===== src/rtl/pcs_pkg.sv =====
/*
  pcs_pkg: constants for the program counter and return stack unit.
  assumes: included before the unit; all uses are scoped, nothing imported.
*/
package pcs_pkg;

  // ****************************************
  // register bus map (word offsets as byte addresses)
  // ****************************************
  localparam logic [7:0] OFS_LOW_BYTE    = 8'h00;
  localparam logic [7:0] OFS_UPPER_LATCH = 8'h04;
  localparam logic [7:0] OFS_STATUS      = 8'h08;
  localparam logic [7:0] OFS_INDIRECT    = 8'h0C;
  localparam logic [7:0] OFS_PC_VIEW     = 8'h10;

  // ****************************************
  // field positions
  // ****************************************
  localparam int BANK_HI_POS = 6;
  localparam int BANK_LO_POS = 5;

  // ****************************************
  // widths and sizes
  // ****************************************
  localparam int PC_W        = 13;
  localparam int TARGET_W    = 11;
  localparam int BANK_ADDR_W = 7;
  localparam int STACK_DEPTH = 8;
  localparam int SFR_TOP     = 32;

  // ****************************************
  // reset values
  // ****************************************
  localparam logic [12:0] PC_RST     = 13'h0000;
  localparam logic [7:0]  LATCH_RST  = 8'h00;
  localparam logic [7:0]  STATUS_RST = 8'h18;
  localparam logic [7:0]  FSR_RST    = 8'h00;
  localparam logic [2:0]  SP_RST     = 3'h0;

  // mirrored special registers: reachable in every bank at these offsets
  localparam logic [6:0] MIRROR_0 = 7'h02;
  localparam logic [6:0] MIRROR_1 = 7'h03;
  localparam logic [6:0] MIRROR_2 = 7'h04;
  localparam logic [6:0] MIRROR_3 = 7'h0A;

  // sequencing operations from instruction decode
  typedef enum logic [2:0] {
    PCS_OP_STEP,
    PCS_OP_CALL,
    PCS_OP_JUMP,
    PCS_OP_RETURN,
    PCS_OP_RET_LIT,
    PCS_OP_RET_INT,
    PCS_OP_VECTOR,
    PCS_OP_HOLD
  } pcs_op_type;

endpackage


===== src/rtl/pcs_unit.sv =====
/*
  pcs_unit: program counter, counter latch, circular return stack and data
  bank address formation of an 8-bit core.
  assumes: decode issues one op per clock; register bus is Avalon-MM slave.
*/
// The Avalon-MM slave port and the address map were decided locally.
// Behaviour
// - status bits 6:5 select bank for direct access; indirect uses status bit 7 and fsr bit 7
// - bank spans 128 bytes, bank on top
// - special registers low, general RAM above
// - some special registers mirrored across banks
// - direct or indirect register file addressing
// - program counter is 13 bits
// - counter low byte read and written
// - upper counter bits only via latch
// - any reset clears upper counter bits
// - low byte write copies latch 4:0 to top
// - call/jump take top bits from latch
// - call/jump carry 11-bit target
// - eight 13-bit stack entries, separate space
// - stack pointer invisible to software
// - push on call or interrupt vector
// - pop on return, literal, interrupt return
// - push and pop leave latch alone
// - stack wraps circularly, ninth overwrites first
// - no overflow or underflow indication
`timescale 1ns/1ps
module pcs_unit #(
  parameter int          STACK_DEPTH = pcs_pkg::STACK_DEPTH,
  parameter logic [12:0] INT_VECTOR  = 13'h0004
) (
  // clock and reset
  input  wire logic        mclk_i,
  input  wire logic        rst_n_i,
  // instruction decode
  input  wire logic [2:0]  op_i,
  input  wire logic [10:0] target_i,
  input  wire logic        file_write_i,
  input  wire logic [6:0]  file_addr_i,
  input  wire logic        file_indirect_i,
  input  wire logic [7:0]  file_wdata_i,
  // sequencing outputs
  output logic [12:0]      pc_o,
  output logic [8:0]       data_addr_o,
  output logic             data_sfr_o,
  output logic [1:0]       bank_o,
  // avalon-mm slave
  input  wire logic [7:0]  avs_address,
  input  wire logic        avs_read,
  input  wire logic        avs_write,
  input  wire logic [31:0] avs_writedata,
  output logic [31:0]      avs_readdata,
  output logic             avs_waitrequest
);

  // ****************************************
  // state
  // ****************************************
  localparam int SP_W = $clog2(STACK_DEPTH);

  logic [12:0]    pc_r;
  logic [7:0]     latch_r;
  logic [7:0]     status_r;
  logic [7:0]     fsr_r;
  logic [SP_W-1:0] sp_r;
  logic [12:0]    stack_r [STACK_DEPTH];
  logic           ack_r;
  logic [31:0]    rdata_r;
  logic [12:0]    pc_nxt;
  logic [12:0]    pc_inc;
  logic [6:0]     eff_off;
  logic [1:0]     eff_bank;
  logic           bus_acc;
  logic           low_wr;
  logic           core_low;
  pcs_pkg::pcs_op_type op;

  assign op = pcs_pkg::pcs_op_type'(op_i);

  // single wait state: request taken on the edge where ack_r is high
  assign bus_acc         = (avs_read | avs_write) & ack_r;
  assign avs_waitrequest = (avs_read | avs_write) & ~ack_r;

  always_ff @(posedge mclk_i or negedge rst_n_i) begin
    if (!rst_n_i) begin
      ack_r <= 1'b0;
    end else begin
      ack_r <= (avs_read | avs_write) & ~ack_r;
    end
  end

  // match a direct/indirect file address against an offset in any bank
  function automatic logic file_hit(input logic [6:0] off, input logic [6:0] want);
    return off == want;
  endfunction

  // ****************************************
  // data memory addressing
  // ****************************************
  // direct or indirect address
  assign eff_off  = file_indirect_i ? fsr_r[6:0] : file_addr_i;
  assign eff_bank = file_indirect_i ? {status_r[7], fsr_r[7]}
                  : {status_r[pcs_pkg::BANK_HI_POS], status_r[pcs_pkg::BANK_LO_POS]};
  assign bank_o   = {status_r[pcs_pkg::BANK_HI_POS], status_r[pcs_pkg::BANK_LO_POS]};

  always_comb begin
    // bank on top of 7-bit offset
    data_addr_o = {eff_bank, eff_off};
    // mirrored registers fold to bank 0
    if (file_hit(eff_off, pcs_pkg::MIRROR_0) || file_hit(eff_off, pcs_pkg::MIRROR_1) ||
        file_hit(eff_off, pcs_pkg::MIRROR_2) || file_hit(eff_off, pcs_pkg::MIRROR_3)) begin
      data_addr_o = {2'b00, eff_off};
    end
  end

  assign data_sfr_o = eff_off < 7'(pcs_pkg::SFR_TOP);

  // low byte writes from the core or the bus
  // core write to the low byte wins the data over a bus write in the same cycle
  assign core_low = file_write_i && file_hit(eff_off, pcs_pkg::MIRROR_0);
  assign low_wr   = core_low
                  | (bus_acc && avs_write && avs_address == pcs_pkg::OFS_LOW_BYTE);

  // ****************************************
  // program counter
  // ****************************************
  assign pc_inc = pc_r + 13'h0001;

  always_comb begin
    pc_nxt = pc_inc;
    unique case (op)
      pcs_pkg::PCS_OP_STEP:   pc_nxt = pc_inc;
      // latch 4:3 on top of target
      pcs_pkg::PCS_OP_CALL,
      pcs_pkg::PCS_OP_JUMP:   pc_nxt = {latch_r[4:3], target_i};
      pcs_pkg::PCS_OP_RETURN,
      pcs_pkg::PCS_OP_RET_LIT,
      pcs_pkg::PCS_OP_RET_INT: pc_nxt = stack_r[sp_r - SP_W'(1)];
      pcs_pkg::PCS_OP_VECTOR: pc_nxt = INT_VECTOR;
      pcs_pkg::PCS_OP_HOLD:   pc_nxt = pc_r;
    endcase
    // low byte write copies latch 4:0
    if (low_wr) begin
      pc_nxt = {latch_r[4:0], (core_low ? file_wdata_i : avs_writedata[7:0])};
    end
  end

  always_ff @(posedge mclk_i or negedge rst_n_i) begin
    if (!rst_n_i) begin
      pc_r <= pcs_pkg::PC_RST;
    end else begin
      pc_r <= pc_nxt;
    end
  end

  assign pc_o = pc_r;

  // ****************************************
  // return stack
  // ****************************************
  // eight entries outside address spaces
  always_ff @(posedge mclk_i) begin
    if (op == pcs_pkg::PCS_OP_CALL) begin
      stack_r[sp_r] <= pc_inc;
    end else if (op == pcs_pkg::PCS_OP_VECTOR) begin
      stack_r[sp_r] <= pc_r;
    end
  end

  always_ff @(posedge mclk_i or negedge rst_n_i) begin
    if (!rst_n_i) begin
      sp_r <= SP_W'(pcs_pkg::SP_RST);
    end else if (op == pcs_pkg::PCS_OP_CALL || op == pcs_pkg::PCS_OP_VECTOR) begin
      sp_r <= sp_r + SP_W'(1);
    end else if (op == pcs_pkg::PCS_OP_RETURN || op == pcs_pkg::PCS_OP_RET_LIT ||
                 op == pcs_pkg::PCS_OP_RET_INT) begin
      sp_r <= sp_r - SP_W'(1);
    end
  end

  // ****************************************
  // software registers
  // ****************************************
  // upper bits only via latch
  always_ff @(posedge mclk_i or negedge rst_n_i) begin
    if (!rst_n_i) begin
      latch_r <= pcs_pkg::LATCH_RST;
    end else if (file_write_i && file_hit(eff_off, pcs_pkg::MIRROR_3)) begin
      latch_r <= {3'h0, file_wdata_i[4:0]};
    end else if (bus_acc && avs_write && avs_address == pcs_pkg::OFS_UPPER_LATCH) begin
      latch_r <= {3'h0, avs_writedata[4:0]};
    end
  end

  always_ff @(posedge mclk_i or negedge rst_n_i) begin
    if (!rst_n_i) begin
      status_r <= pcs_pkg::STATUS_RST;
    end else if (file_write_i && file_hit(eff_off, pcs_pkg::MIRROR_1)) begin
      status_r <= file_wdata_i;
    end else if (bus_acc && avs_write && avs_address == pcs_pkg::OFS_STATUS) begin
      status_r <= avs_writedata[7:0];
    end
  end

  always_ff @(posedge mclk_i or negedge rst_n_i) begin
    if (!rst_n_i) begin
      fsr_r <= pcs_pkg::FSR_RST;
    end else if (file_write_i && file_hit(eff_off, pcs_pkg::MIRROR_2)) begin
      fsr_r <= file_wdata_i;
    end else if (bus_acc && avs_write && avs_address == pcs_pkg::OFS_INDIRECT) begin
      fsr_r <= avs_writedata[7:0];
    end
  end

  // read data, captured on the wait cycle and held while ack is up
  // low byte readable
  always_ff @(posedge mclk_i or negedge rst_n_i) begin
    if (!rst_n_i) begin
      rdata_r <= 32'h0000_0000;
    end else if (avs_read && !ack_r) begin
      unique case (avs_address)
        pcs_pkg::OFS_LOW_BYTE:    rdata_r <= {24'h00_0000, pc_r[7:0]};
        pcs_pkg::OFS_UPPER_LATCH: rdata_r <= {24'h00_0000, latch_r};
        pcs_pkg::OFS_STATUS:      rdata_r <= {24'h00_0000, status_r};
        pcs_pkg::OFS_INDIRECT:    rdata_r <= {24'h00_0000, fsr_r};
        default:                  rdata_r <= 32'h0000_0000;
      endcase
    end
  end

  assign avs_readdata = rdata_r;

endmodule // pcs_unit


===== config.mk =====
export PLATFORM = sky130hd
export DESIGN_NAME = pcs_unit
export DESIGN_NICKNAME = d
export VERILOG_FILES = /design/src/rtl/pcs_pkg.sv /design/src/rtl/pcs_unit.sv
export SDC_FILE = /design/constraint.sdc
export NUM_CORES = 1
export LEC_CHECK = 0
export BUFFER_PORTS_ARGS = -buffer_cell sky130_fd_sc_hd__buf_4
export CAP_MARGIN = 20
export CELL_PAD_IN_SITES_DETAIL_PLACEMENT = 2
export CELL_PAD_IN_SITES_GLOBAL_PLACEMENT = 2
export CORE_ASPECT_RATIO = 1.1
export CORE_MARGIN = 10
export CORE_UTILIZATION = 41
export CTS_CLUSTER_DIAMETER = 40
export CTS_CLUSTER_SIZE = 14
export DETAILED_ROUTE_END_ITERATION = 12
export GPL_TIMING_DRIVEN = 0
export HOLD_SLACK_MARGIN = 0.1
export PLACE_DENSITY_LB_ADDON = 0.3
export SYNTH_ARGS = -nofsm -noshare
export SYNTH_HDL_FRONTEND = slang
export SYNTH_SLANG_ARGS = --single-unit

===== constraint.sdc =====
create_clock -name mclk_i -period 5.43 [get_ports mclk_i]
set_clock_uncertainty 0.1 [all_clocks]
set_input_delay 0.8145 -clock mclk_i [delete_from_list [all_inputs] [get_ports mclk_i]]
set_output_delay 0.8145 -clock mclk_i [all_outputs]
set_load 0.02 [all_outputs]

Yosys cells after proc, flatten, opt, wreduce, memory -nomap -nowiden

Memory sizes are Yosys's and may differ from the RTL's.
Index checks and enable logic that the tools add are counted.

Add/sub/neg operators: 3
$lt $le $gt $ge: 1
Eq/ne operators: 15
Multiplexer cells: 21
Bitwise operators: 6
Reductions and logical operators: 25

Operators with widths:

| operator              | number |
|---|---|
| $mux 8                | 7 |
| $pmux 13 s4           | 1 |
| $pmux 8 s4            | 1 |
| $mux 13               | 2 |
| $eq 8x4->1 const B    | 2 |
| $eq 7x2->1 const B    | 2 |
| $add 13x1->13 const B | 1 |
| $eq 3x3->1 const B    | 4 |
| $logic_and 1x1->1     | 10 |
| $mux 9                | 1 |
| $eq 8x3->1 const B    | 1 |
| $logic_not 8->1       | 1 |
| $reduce_bool 2->1     | 4 |
| $eq 7x3->1 const B    | 1 |
| $eq 7x4->1 const B    | 1 |
| $lt 7x6->1 const B    | 1 |
| $mux 7                | 1 |
| $eq 3x2->1 const B    | 2 |
| $logic_or 1x1->1      | 6 |
| $mux 3                | 2 |
| $mux 1                | 5 |
| $add 3x1->3 const B   | 1 |
| $eq 3x1->1 const B    | 1 |
| $logic_not 3->1       | 1 |
| other kinds (9)       | 12 |

Bits in registers: 73
Memory bits (writable): 104
Input port bits: 75
Output and inout bits: 58
Word-level logic and storage cells: 79
Memories kept: 1

Memory list:

| name    | words | width | rd ports | clocked after memory_dff | wr ports | line           | source |
|---|---|---|---|---|---|---|---|
| stack_r | 8     | 13    | 1        | 0                        | 1        | pcs_unit.sv:66 | `logic [12:0] stack_r [STACK_DEPTH];` |

Logic depth before layout (Yosys ltp)

Gate-level depths: netlist (run 1).

Depth after elaboration: 6
Mapped depth: 12
Depth with buffers taken out: 8

Worst setup path before layout (run 1)

No wires, ideal clock.

Path type: input -> register
Start: in op_i[1]
End: mem stack_r[0][0] (enable)
Library setup time: 0.400 ns
Data arrival time: 2.794 ns
Data required time: 4.930 ns
Slack: 2.137 ns
Cell stages on the path: 6
Buffers on the path: 1
Cell sequence: clkbuf_1 -> nand2_1 -> nor2_1 -> a21oi_1 -> or2_2 -> nor3_1

Word-level cells in the longest chain between the ends: 5
Elaborated cells on any way between the ends: 8
Classes of those cells: eq/ne (2); mux (5); bitwise (1)

Ends and longest elaborated chain:

| element                         | line            | source |
|---|---|---|
| from (decl)                     | pcs_unit.sv:36  | `input wire logic [2:0] op_i,` |
| $eq 3x3->1                      | pcs_unit.sv:165 | `end else if (op == pcs_pkg::PCS_OP_VECTOR) begin` |
| $mux 1                          | pcs_unit.sv:165 |  |
| $mux 1                          | pcs_unit.sv:163 | `if (op == pcs_pkg::PCS_OP_CALL) begin` |
| $mux 1 (implied by the code)    | pcs_unit.sv:166 | `stack_r[sp_r] <= pc_r;` |
| $or 1x1->1 (no source line) (*) | --              |  |
| to (decl)                       | pcs_unit.sv:66  |  |

Mark *: on every way between the ends. The rest lies on a longest branch, timed or not.

Worst setup path in the final report (run 1)

Start: reg sp_r[0]
End: reg pc_r[2] (netlist: pc_o[2])

Word-level cells in the longest chain between the ends: 4

Ends and longest elaborated chain:

| element                | line            | source |
|---|---|---|
| from (decl)            | pcs_unit.sv:65  | `logic [SP_W-1:0] sp_r;` |
| from (signal assigned) | pcs_unit.sv:172 | `sp_r <= SP_W'(pcs_pkg::SP_RST);` |
| from (signal assigned) | pcs_unit.sv:174 | `sp_r <= sp_r + SP_W'(1);` |
| from (signal assigned) | pcs_unit.sv:177 | `sp_r <= sp_r - SP_W'(1);` |
| $sub 3x1->3            | pcs_unit.sv:138 | `pcs_pkg::PCS_OP_RET_INT: pc_nxt = stack_r[sp_r - SP_W'(1)];` |
| $mem_v2 8x13           | --              |  |
| $pmux 13 s4            | pcs_unit.sv:131 | `unique case (op)` |
| $mux 13                | pcs_unit.sv:143 | `if (low_wr) begin` |
| to (signal assigned)   | pcs_unit.sv:150 | `pc_r <= pcs_pkg::PC_RST;` |
| to (signal assigned)   | pcs_unit.sv:152 | `pc_r <= pc_nxt;` |
| to (decl)              | pcs_unit.sv:61  | `logic [12:0] pc_r;` |

Every way passes these cells.
A chain may end at the register's enable or synchronous reset.

==> results of run 1 <==
-- registers in the layout, indices dropped and copies added (netlist names) --
name,flops
latch_r,5
status_r,8
fsr_r,8
avs_readdata,8
ack_r,1
stack_r,104
pc_o,13
sp_r,3
-- routing by layer --
metal  wire (um)  track usage  up-vias
li1            -            -     2469
met1        9870        0.240     2885
met2       13600        0.384      147
met5           0            0        -
met4         605       0.0663        0
met3         992       0.0331       31
-- placed cells by master, fill, tap and decap left out, types with 9 or more instances in the layout --
| master | n |
|---|---|
| a21oi_1 | 24 |
| buf_2 | 9 |
| buf_4 | 113 |
| buf_6 | 9 |
| clkbuf_1 | 16 |
| clkbuf_16 | 17 |
| conb_1 | 24 |
| dfrtp_1 | 44 |
| edfxtp_1 | 104 |
| inv_1 | 14 |
| mux2i_1 | 35 |
| mux4_2 | 28 |
| nand2_1 | 49 |
| nand3_1 | 9 |
| nor2_1 | 57 |
| nor3_1 | 16 |
| o21ai_0 | 32 |
| xnor2_1 | 14 |
| xor2_1 | 9 |
-- worst max path at each step --
stage	startpoint	end
2_1_floorplan	op_i[1]	stack_r[0][0]
3_3_place_gp	op_i[2]	stack_r[0][10]
3_5_place_dp	sp_r[0]	pc_o[1]
4_1_cts	sp_r[0]	pc_o[1]
5_1_grt	sp_r[0]	pc_o[1]
6_report	sp_r[0]	pc_o[2]
-- where the power goes --
part | internal (W) | leakage, nW | switching (W)
sequential | 0.00156 | 1.53 | 0.000225
clock | 0.000631 | 0.300 | 0.000585
combinational | 0.000834 | 1.94 | 0.00110
total | 0.00303 | 3.77 | 0.00191
-- area by class of cell --
cell class	count	area, um^2	area share
Clock inverter	15	194	0.0208
Multi-Input combinational cell	405	3010	0.323
Inverter	14	52.6	0.00563
Tap cell	243	304	0.0326
Clock buffer	17	425	0.0456
Sequential cell	150	4280	0.459
Timing Repair Buffer	89	691	0.0741
Buffer	61	375	0.0402
-- stage by stage --
| stage | cell area [um^2] | setup WS [ps] |
|---|---|---|
| after detailed placement | 8710 | 1590 |
| after floorplan | 7700 | 2140 |
| final | 9330 | 1660 |
| after global placement | 8620 | 818 |
| after CTS | 9330 | 1610 |
| after global routing | 9330 | 1440 |
-- kinds of logic (layout without fill, tap and decap cells) --
group,after synthesis,count (layout),share of synthesized area
compound gates,103,103,0.0855
xor+xnor,24,24,0.0286
fa+ha+maj,3,3,0.00493
buf+inv,75,196,0.0562
flops,150,150,0.562
mux,75,75,0.153
other cells,1,24,0.000493
simple gates,176,176,0.110
==> summary.md, run 1 <==
| Metric | Value |
|---|---|
| CP delay by family, top | `buffers and inverters` |
| Worst-Skew Late Latency | `430 ps` |
| Worst R2R End | `pc_o[2]` |
| Peak supply drop | `~310 uV` |
| GPL Wtd Cong | `0.831` |
| DPL Wire Length | `between 15000 and 20000 um` |
| CTS-repair resized insts | `0` |
| Ports | `133` |
| Commonest cells post-synth | `104 x edfxtp_1, 58 x nor2_1, 49 x nand2_1, 44 x dfrtp_1, 35 x mux2i_1` |
| Num CTS Buffers | `17` |
| Worst-path maximum fanout | `10` |
| Top-area cell type share of the netlist area | `0.410` |
| WP data arrival | `3970 ps` |
| Final wirelength | `about 25000 um` |
| DRT Pass-1 Iters | `4` |
| Slowest stage delay, CP | `520 ps` |
| Most frequent cell after synthesis | `edfxtp_1` |
| Number of fill cells | `1821` |
| Period minus WS final | `3770 ps` |
| Result of the run | `complete, no violations` |
| Startpoint Class | `flip-flop` |
| RSZ-0062 raised after global routing | `false` |
| Post-synth EDFFs | `104` |
| Area leader, netlist | `edfxtp_1` |
| Number of global-route vias before repair | `6130` |
| Top post-synthesis cells by area | `edfxtp_1 41%, dfrtp_1 14%, mux4_2 8.3%` |
| Setup_tns | `0 ps` |
| Root Driver | `clkbuf_16` |
| CTS H-tree depth | `4` |
| Synthesized area | `7610 um^2` |
| First-pass GRT wire length | `38200 um` |
| Slew HR | `0.335` |
| Hold Buf Count CTS | `0` |
| Total chip power | `0.00494 W` |
| Critical Path Slowest Stage Cell | `clkbuf_1` |
| Non-filler cells, final | `994` |
| Largest net degree at the start of global routing | `47` |
| Crit-path cells | `buf_2 -> buf_2 -> inv_1 -> buf_6 -> ha_1 -> clkbuf_1 -> buf_2 -> mux4_2 -> nor2_1 -> nor2_1 -> nor3_1 -> nor3_1` |
| Clk buf depth | `2` |
| Final core utilization | `0.508` |
| Die width | `150 um` |
| Post-Syn Instances | `607` |
| Final period util | `0.694` |
| Reg2reg setup slack | `1660 ps` |
| Number of DRC markers in iteration 0 | `319` |
| Number of remaining DRC errors | `0` |
| Max-Cap Viols | `0` |
| Initial core utilization | `0.415` |
| Reg2Reg Depth | `12` |
| Crit path capture type | `flip-flop` |
| Sequential share of the synthesized area | `0.562` |
| CTS tree | `built` |
| Worst path required time | `5630 ps` |
| Yosys Warn Count | `0` |
| Layout cells sized above 1 | `0.285` |
| Most used cell, CP | `buf_2` |
| Final Setup Violations | `0` |
| Final ANT Viol Nets | `0` |
| Post-CTS Setup Repair Bufs | `0` |
| Placed cell count | `roughly 960` |
| Clock tree sinks | `150` |
| DIE HEIGHT | `163 um` |
| Ant. Diodes | `0` |
| Slew Limit Fails | `0` |
| Power per cell area | `530 nW/um^2` |
| #FFs+latches synth | `150` |
| IO Port Bufs | `roughly 80` |
| Pleak | `3.77 nW` |
| Critical R2R Launch | `sp_r[0]` |
| Mean post-synth cell area | `roughly 13 um^2` |
| CTS clk-pin slew, worst paths | `70 ps` |
| Initial antenna violation count | `0` |
| Global route overflow | `0` |
| Crit path kind | `flip-flop to flip-flop` |
| Peak Freq | `266 MHz` |
| Final Hold Vio Count | `0` |
| Stages on worst setup path | `12` |
| Post-synthesis async set-or-reset flop share | `0.307` |
| All-Layer GR Usage | `0.208` |
| Main synth FF type | `edfxtp_1` |
| # nets final | `816` |
| Worst Hold Class | `input port to async pin` |
| Area grow syn2layout | `22.5%` |
| Core footprint | `18300 um^2` |
| Netlist cell types | `62` |
| Vias/cell | `5.57` |
| Tightest Pin Transition | `996 ps` |
| Core Rows | `52` |
| Critical path buffer and inverter count | `6` |
| Via count | `between 5000 and 6000` |
| WL per Instance | `25.2 um` |
| Die footprint | `24400 um^2` |
| Final hold slack | `305 ps` |
(Power assumes the default switching activity.)
==> run 2: changes to the inputs <==
CORE_UTILIZATION = 34   (was 41)
clock period = 3.3 ns   (was 5.43 ns; I/O delays follow)
==> summary.md, run 2 (synthesis gave the netlist of run 1 again) <==
| Metric | Value |
|---|---|
| WP data arrival | `3350 ps (-620 ps)` |
| First-pass GRT wire length | `38000 um (-0.62%)` |
| Core Rows | `57 (+9.6%)` |
| Commonest non-fill, non-tap cell in the layout | `buf_4` |
| Max reg flops | `104 (unchanged)` |
| Worst Hold Class | `input port to flip-flop` |
| Vias/cell | `5.19 (-6.7%)` |
| Clock tree sinks | `150 (unchanged)` |
| Initial antenna violation count | `0 (unchanged)` |
| Number of DRC markers in iteration 0 | `246 (-23%)` |
| Slowest stage delay, CP | `570 ps (+50 ps)` |
| Worst-path maximum fanout | `10 (unchanged)` |
| Number of fill cells | `2210 (+21%)` |
| Largest net degree at the start of global routing | `47 (unchanged)` |
| Worst setup endpoint | `pc_o[1]` |
| Worst R2R End | `pc_o[1]` |
| Met1 WL | `10100 um (+2.2%)` |
| Final wirelength | `25000 um (-0.18%)` |
| Most used cell, CP | `buf_6` |
| Area grow syn2layout | `23.4%` |
| CP delay by family, top | `buffers and inverters` |
| Pre-CTS WS | `-481 ps (-2070 ps)` |
| WL per Instance | `23.9 um (-5.1%)` |
| RSZ-0062 raised after global routing | `false` |
| Max-Cap Viols | `0 (unchanged)` |
| Clk buf depth | `2 (unchanged)` |
| Crit-path cells | `buf_4 -> buf_6 -> inv_1 -> buf_6 -> ha_4 -> xor2_4 -> buf_8 -> mux4_1 -> mux2i_2 -> o211ai_1 -> o21ai_0 -> o21ai_1` |
| Final Hold Vio Count | `0 (unchanged)` |
| CTS tree | `built` |
| Slew Limit Fails | `0 (unchanged)` |
| Layout cells sized above 1 | `0.295 (+0.00971)` |
| Final ANT Viol Nets | `0 (unchanged)` |
| Pleak | `3.75 nW (-0.53%)` |
| Final period util | `0.951 (+0.258)` |
| Reg2Reg Depth | `12 (unchanged)` |
| Die width | `163 um (+8.5%)` |
| Critical path buffer and inverter count | `5 (-1)` |
| Reg2reg setup slack | `160 ps (-1500 ps)` |
| Fin worst setup slack | `160 ps (-1500 ps)` |
| Initial core utilization | `0.345 (-0.0695)` |
| DIE HEIGHT | `177 um (+8.6%)` |
| CTS H-tree depth | `4 (unchanged)` |
| Die footprint | `28800 um^2 (+18%)` |
| DPL Wire Length | `19000 um (-0.75%)` |
| Area of the multi-input gates | `3050 um^2 (+1.3%)` |
| Number of global-route vias before repair | `6211 (+1.3%)` |
| Slew HR | `0.354 (+0.0185)` |
| Detailed route wirelength on metal3 | `1070 um (+8.3%)` |
| Core footprint | `22000 um^2 (+20%)` |
| Register Area | `4280 um^2 (unchanged)` |
| Top Layer Used | `met4` |
| Global route overflow | `0 (unchanged)` |
| Ports | `133 (unchanged)` |
| Ant. Diodes | `0 (unchanged)` |
| Tightest Pin Transition | `968 ps (-27.8 ps)` |
| Total chip power | `0.00812 W (+64%)` |
| Met2 routed WL | `13300 um (-2.2%)` |
| Result of the run | `complete, no violations` |
| Stages on worst setup path | `12 (unchanged)` |
| Root Driver | `clkbuf_16` |
| Final Setup Violations | `0 (unchanged)` |
| Power per cell area | `864 nW/um^2 (+63%)` |
| GPL Wtd Cong | `0.824 (-0.75%)` |
| Number of remaining DRC errors | `0 (unchanged)` |
| DRT Pass-1 Iters | `4 (unchanged)` |
| Crit path kind | `flip-flop to flip-flop` |
| Critical R2R Launch | `sp_r[0]` |
| Top reg by flops | `stack_r` |
| Commonest cells after routing, fill and taps aside | `115 x buf_4, 104 x edfxtp_1, 52 x nor2_1` |
| # nets final | `815 (-0.12%)` |
| Final hold slack | `196 ps (-109 ps)` |
| Worst-Skew Late Latency | `440 ps (about the same)` |
| Via count | `5427 (-1.9%)` |
| All-Layer GR Usage | `0.173 (-0.0348)` |
| Startpoint Class | `flip-flop` |
| CTS clk-pin slew, worst paths | `80 ps (about the same)` |
| Crit path capture type | `flip-flop` |
| Peak supply drop | `413 uV (+32%)` |
| Period minus WS final | `3140 ps (-627 ps)` |
| Critical Path Slowest Stage Cell | `mux4_1` |
| Worst path required time | `3510 ps (-2120 ps)` |
| IO Port Bufs | `82 (unchanged)` |
| Critical Path Start | `sp_r[0]` |
| Num CTS Buffers | `17 (unchanged)` |
| Peak Freq | `319 MHz (+20%)` |
-- run 2: per-stage QoR --
stage / setup TNS (ps) / std cells / instance area (um^2) / utilization
CTS: 0 / 1043 / 9370 / 0.425
detailed placement: -3360 / 1010 / 8740 / 0.397
floorplan: 0 / 630 / 7700 / -
finish: 0 / 1045 / 9390 / 0.426
global placement: -50900 / 1007 / 8680 / 0.394
global route: 0 / 1045 / 9390 / 0.426
-- run 2: worst reg2reg max path, cell delays in order (launching register included) --
cell	delay (ps)
dfrtp_1	410
buf_4	210
buf_6	170
inv_1	90
buf_6	190
ha_4	200
xor2_4	230
buf_8	200
mux4_1	580
mux2i_2	240
o211ai_1	180
o21ai_0	140
o21ai_1	70
-- run 2: layout make-up --
type	count	share of cell area
timing repair buffer	88	0.0718
multi-input combinational	405	0.324
clock inverter	15	0.0167
tap	295	0.0393
inverter	14	0.00559
sequential	150	0.455
clock buffer	17	0.0453
buffer	61	0.0416
-- run 2: layer usage --
layer	up-vias	track usage
met5	-	0
li1	2472	-
met3	32	0.0372
met2	131	0.316
met4	0	0.0556
met1	2792	0.197
-- run 2: worst min path at each step --
stage,startpoint,to,slack [ps],cells after the start
3_5_place_dp,ack_r,ack_r,370,1
2_1_floorplan,rst_n_i,ack_r,100,0
4_1_cts,file_wdata_i[1],latch_r[1],190,3
5_1_grt,file_wdata_i[7],status_r[7],220,3
6_report,file_wdata_i[1],latch_r[1],200,3
3_3_place_gp,avs_readdata[0],avs_readdata[0],370,2
-- run 2: repair_timing --
| item | in CTS | in global routing |
|---|---|---|
| hold buffers | 1 | 0 |
| buffers inserted | 0 | 2 |
| endpoints found under the hold margin | 44 | 0 |
| resized for setup | 9 | 3 |
| pin swaps | 1 | 0 |
| endpoints found under the setup margin | 14 | 6 |
-- run 2: report_power, final --
group	switching [W]	internal (W)	total, W
sequential	0.000369	0.00258	0.00294
clock	0.000919	0.00101	0.00193
combinational	0.00179	0.00145	0.00325
total	0.00308	0.00504	0.00812
==> run 3: changes to the inputs <==
PLACE_DENSITY_LB_ADDON = 0.1   (was 0.3)
==> summary.md, run 3 (synthesis gave the netlist of run 1 again) <==
| Metric | Value |
|---|---|
| Crit path kind | `flip-flop to flip-flop` |
| Final Setup Violations | `0 (unchanged)` |
| Power share of the clock group | `0.231 (-0.007)` |
| Ports | `133 (unchanged)` |
| Die width | `163 um (unchanged)` |
| CTS clk-pin slew, worst paths | `70 ps (about the same)` |
| Power per cell area | `864 nW/um^2 (about the same)` |
| DPL Wire Length | `19100 um (+0.16%)` |
| DIE HEIGHT | `177 um (unchanged)` |
| Comb power frac | `0.407 (+0.007)` |
| First-pass GRT wire length | `38400 um (+1.1%)` |
| Worst path required time | `3500 ps (about the same)` |
| Final ANT Viol Nets | `0 (unchanged)` |
| Root Driver | `clkbuf_16` |
| Psw | `0.00310 W (+0.68%)` |
| Commonest cells after routing, fill and taps aside | `115 x buf_4, 104 x edfxtp_1, 53 x nor2_1` |
| Clk buf depth | `2 (unchanged)` |
| Switching part of the total | `0.381 (+0.00123)` |
| Initial core utilization | `0.345 (unchanged)` |
| Reg2reg setup slack | `150 ps (about the same)` |
| GPL Wtd Cong | `0.845 (+2.5%)` |
| Tightest Pin Transition | `977 ps (+8.84 ps)` |
| Peak Freq | `318 MHz (-0.26%)` |
| Period minus WS final | `3150 ps (+8.20 ps)` |
| IO Port Bufs | `82 (unchanged)` |
| Slew Limit Fails | `0 (unchanged)` |
| Die footprint | `28800 um^2 (unchanged)` |
| Top reg by flops | `stack_r` |
| Result of the run | `complete, no violations` |
| Largest net degree at the start of global routing | `47 (unchanged)` |
| P_int | `0.00505 W (+0.16%)` |
| Area grow syn2layout | `23.9%` |
| Setup_tns | `0 ps (unchanged)` |
| Num CTS Buffers | `17 (unchanged)` |
| Slew HR | `0.345 (-0.00875)` |
| Most used routing layer | `met2` |
| Clock tree sinks | `150 (unchanged)` |
| DRT Pass-1 Iters | `4 (unchanged)` |
| Met2 Usage GRT | `0.324 (+0.00783)` |
| Pleak | `3.75 nW (+0.15%)` |
| Layout cells sized above 1 | `0.299 (+0.00454)` |
| Worst-Skew Late Latency | `430 ps (about the same)` |
| Final Hold Vio Count | `0 (unchanged)` |
| Met1 Track Usage GR | `0.200 (+0.00330)` |
| Crit path capture type | `flip-flop` |
| Core footprint | `22000 um^2 (unchanged)` |
| All-Layer GR Usage | `0.176 (+0.00253)` |
| Vias/cell | `5.17 (-0.47%)` |
| Final period util | `0.954 (+0.00249)` |
| Grt met3 use | `0.0333 (-0.00396)` |
| Part of the power in registers | `0.362 (about the same)` |
| Number of DRC markers in iteration 0 | `238 (-3.3%)` |
| Peak supply drop | `435 uV (+5.2%)` |
| CTS H-tree depth | `4 (unchanged)` |
| Max reg flops | `104 (unchanged)` |
| Max-Cap Viols | `0 (unchanged)` |
| Number of remaining DRC errors | `0 (unchanged)` |
| # nets final | `817 (+0.25%)` |
| Via count | `5412 (-0.28%)` |
| Global route overflow | `0 (unchanged)` |
| Worst Hold Class | `input port to flip-flop` |
| Ant. Diodes | `0 (unchanged)` |
| Startpoint Class | `flip-flop` |
| Initial antenna violation count | `0 (unchanged)` |
| WL per Instance | `23.9 um (about the same)` |
| CTS tree | `built` |
| Worst-path maximum fanout | `10 (unchanged)` |
| Final hold slack | `205 ps (+9.26 ps)` |
| Final wirelength | `25100 um (+0.28%)` |
| RSZ-0062 raised after global routing | `false` |
| Commonest non-fill, non-tap cell in the layout | `buf_4` |
| Number of global-route vias before repair | `6181 (-0.48%)` |
| Core Rows | `57 (unchanged)` |
| WP data arrival | `3350 ps (about the same)` |
run 3: cell count changes in the layout (fill, tap and decap cells not counted), sizes merged:
cell,delta
inv,-3
buf,+2
clkinv,+2
clkinvlp,+1
run 3: power by group through the flow:
stage / clock network [W] / logic [W] / registers, W
2_1_floorplan: 0 / 0.00206 / 0.00290
3_3_place_gp: 0 / 0.00305 / 0.00296
3_5_place_dp: 0 / 0.00321 / 0.00298
4_1_cts: 0.00191 / 0.00334 / 0.00295
5_1_grt: 0.00200 / 0.00363 / 0.00299
6_report: 0.00188 / 0.00332 / 0.00295
run 3: worst paths after layout:
check	startpoint	endpoint	cells after the start
worst max-delay path	sp_r[0]	pc_o[1]	12
worst min-delay path	file_wdata_i[5]	status_r[5]	3
worst max register to register	sp_r[0]	pc_o[1]	12
worst min register to register	avs_readdata[4]	avs_readdata[4]	2
max in group asynchronous	rst_n_i	pc_o[12]	2
min in group asynchronous	rst_n_i	status_r[5]	2
run 3: what timing repair did:
item | 4_1_cts | 5_1_grt
endpoints found under the setup margin | 14 | 5
pin swaps | 1 | 0
gates resized for setup | 10 | 4
setup buffers | 2 | 0
hold buffers | 1 | 0
hold endpoints to repair | 44 | 0
run 3: cell type report:
| type | count | area [um^2] |
|---|---|---|
| clock buffer | 17 | 425 |
| multi-input combinational | 405 | 3070 |
| inverter | 14 | 52.6 |
| fill | 2228 | 12600 |
| clock inverter | 15 | 143 |
| sequential | 150 | 4280 |
| timing repair buffer | 91 | 716 |
| buffer | 60 | 383 |
| tap | 295 | 369 |
run 3: per-stage QoR:
step | instance area, um^2 | utilization | total power, W | setup WS (ps) | cells
final | 9430 | 0.428 | 0.00815 | 152 | 1047
after global routing | 9430 | 0.428 | 0.00861 | 12.5 | 1047
after CTS | 9410 | 0.427 | 0.00820 | 42.3 | 1048
after detailed placement | 8780 | 0.399 | 0.00619 | -532 | 1013
after global placement | 8680 | 0.394 | 0.00601 | -1050 | 1007
after floorplan | 7700 | - | 0.00495 | 326 | 630
run 3: routing by layer:
layer,share of wire,vias up
met5,0,-
met4,0.019,0
met3,0.037,26
met2,0.54,107
met1,0.41,2801
li1,-,2478
run 3: worst max-delay path, stage by stage, from the launching register on:
cell,delay [ps]
dfrtp_1,420
buf_4,210
buf_6,180
inv_1,100
buf_6,200
ha_4,200
xor2_4,210
buf_8,200
mux4_1,580
mux2i_2,250
o211ai_1,150
o21ai_0,130
o21ai_1,70
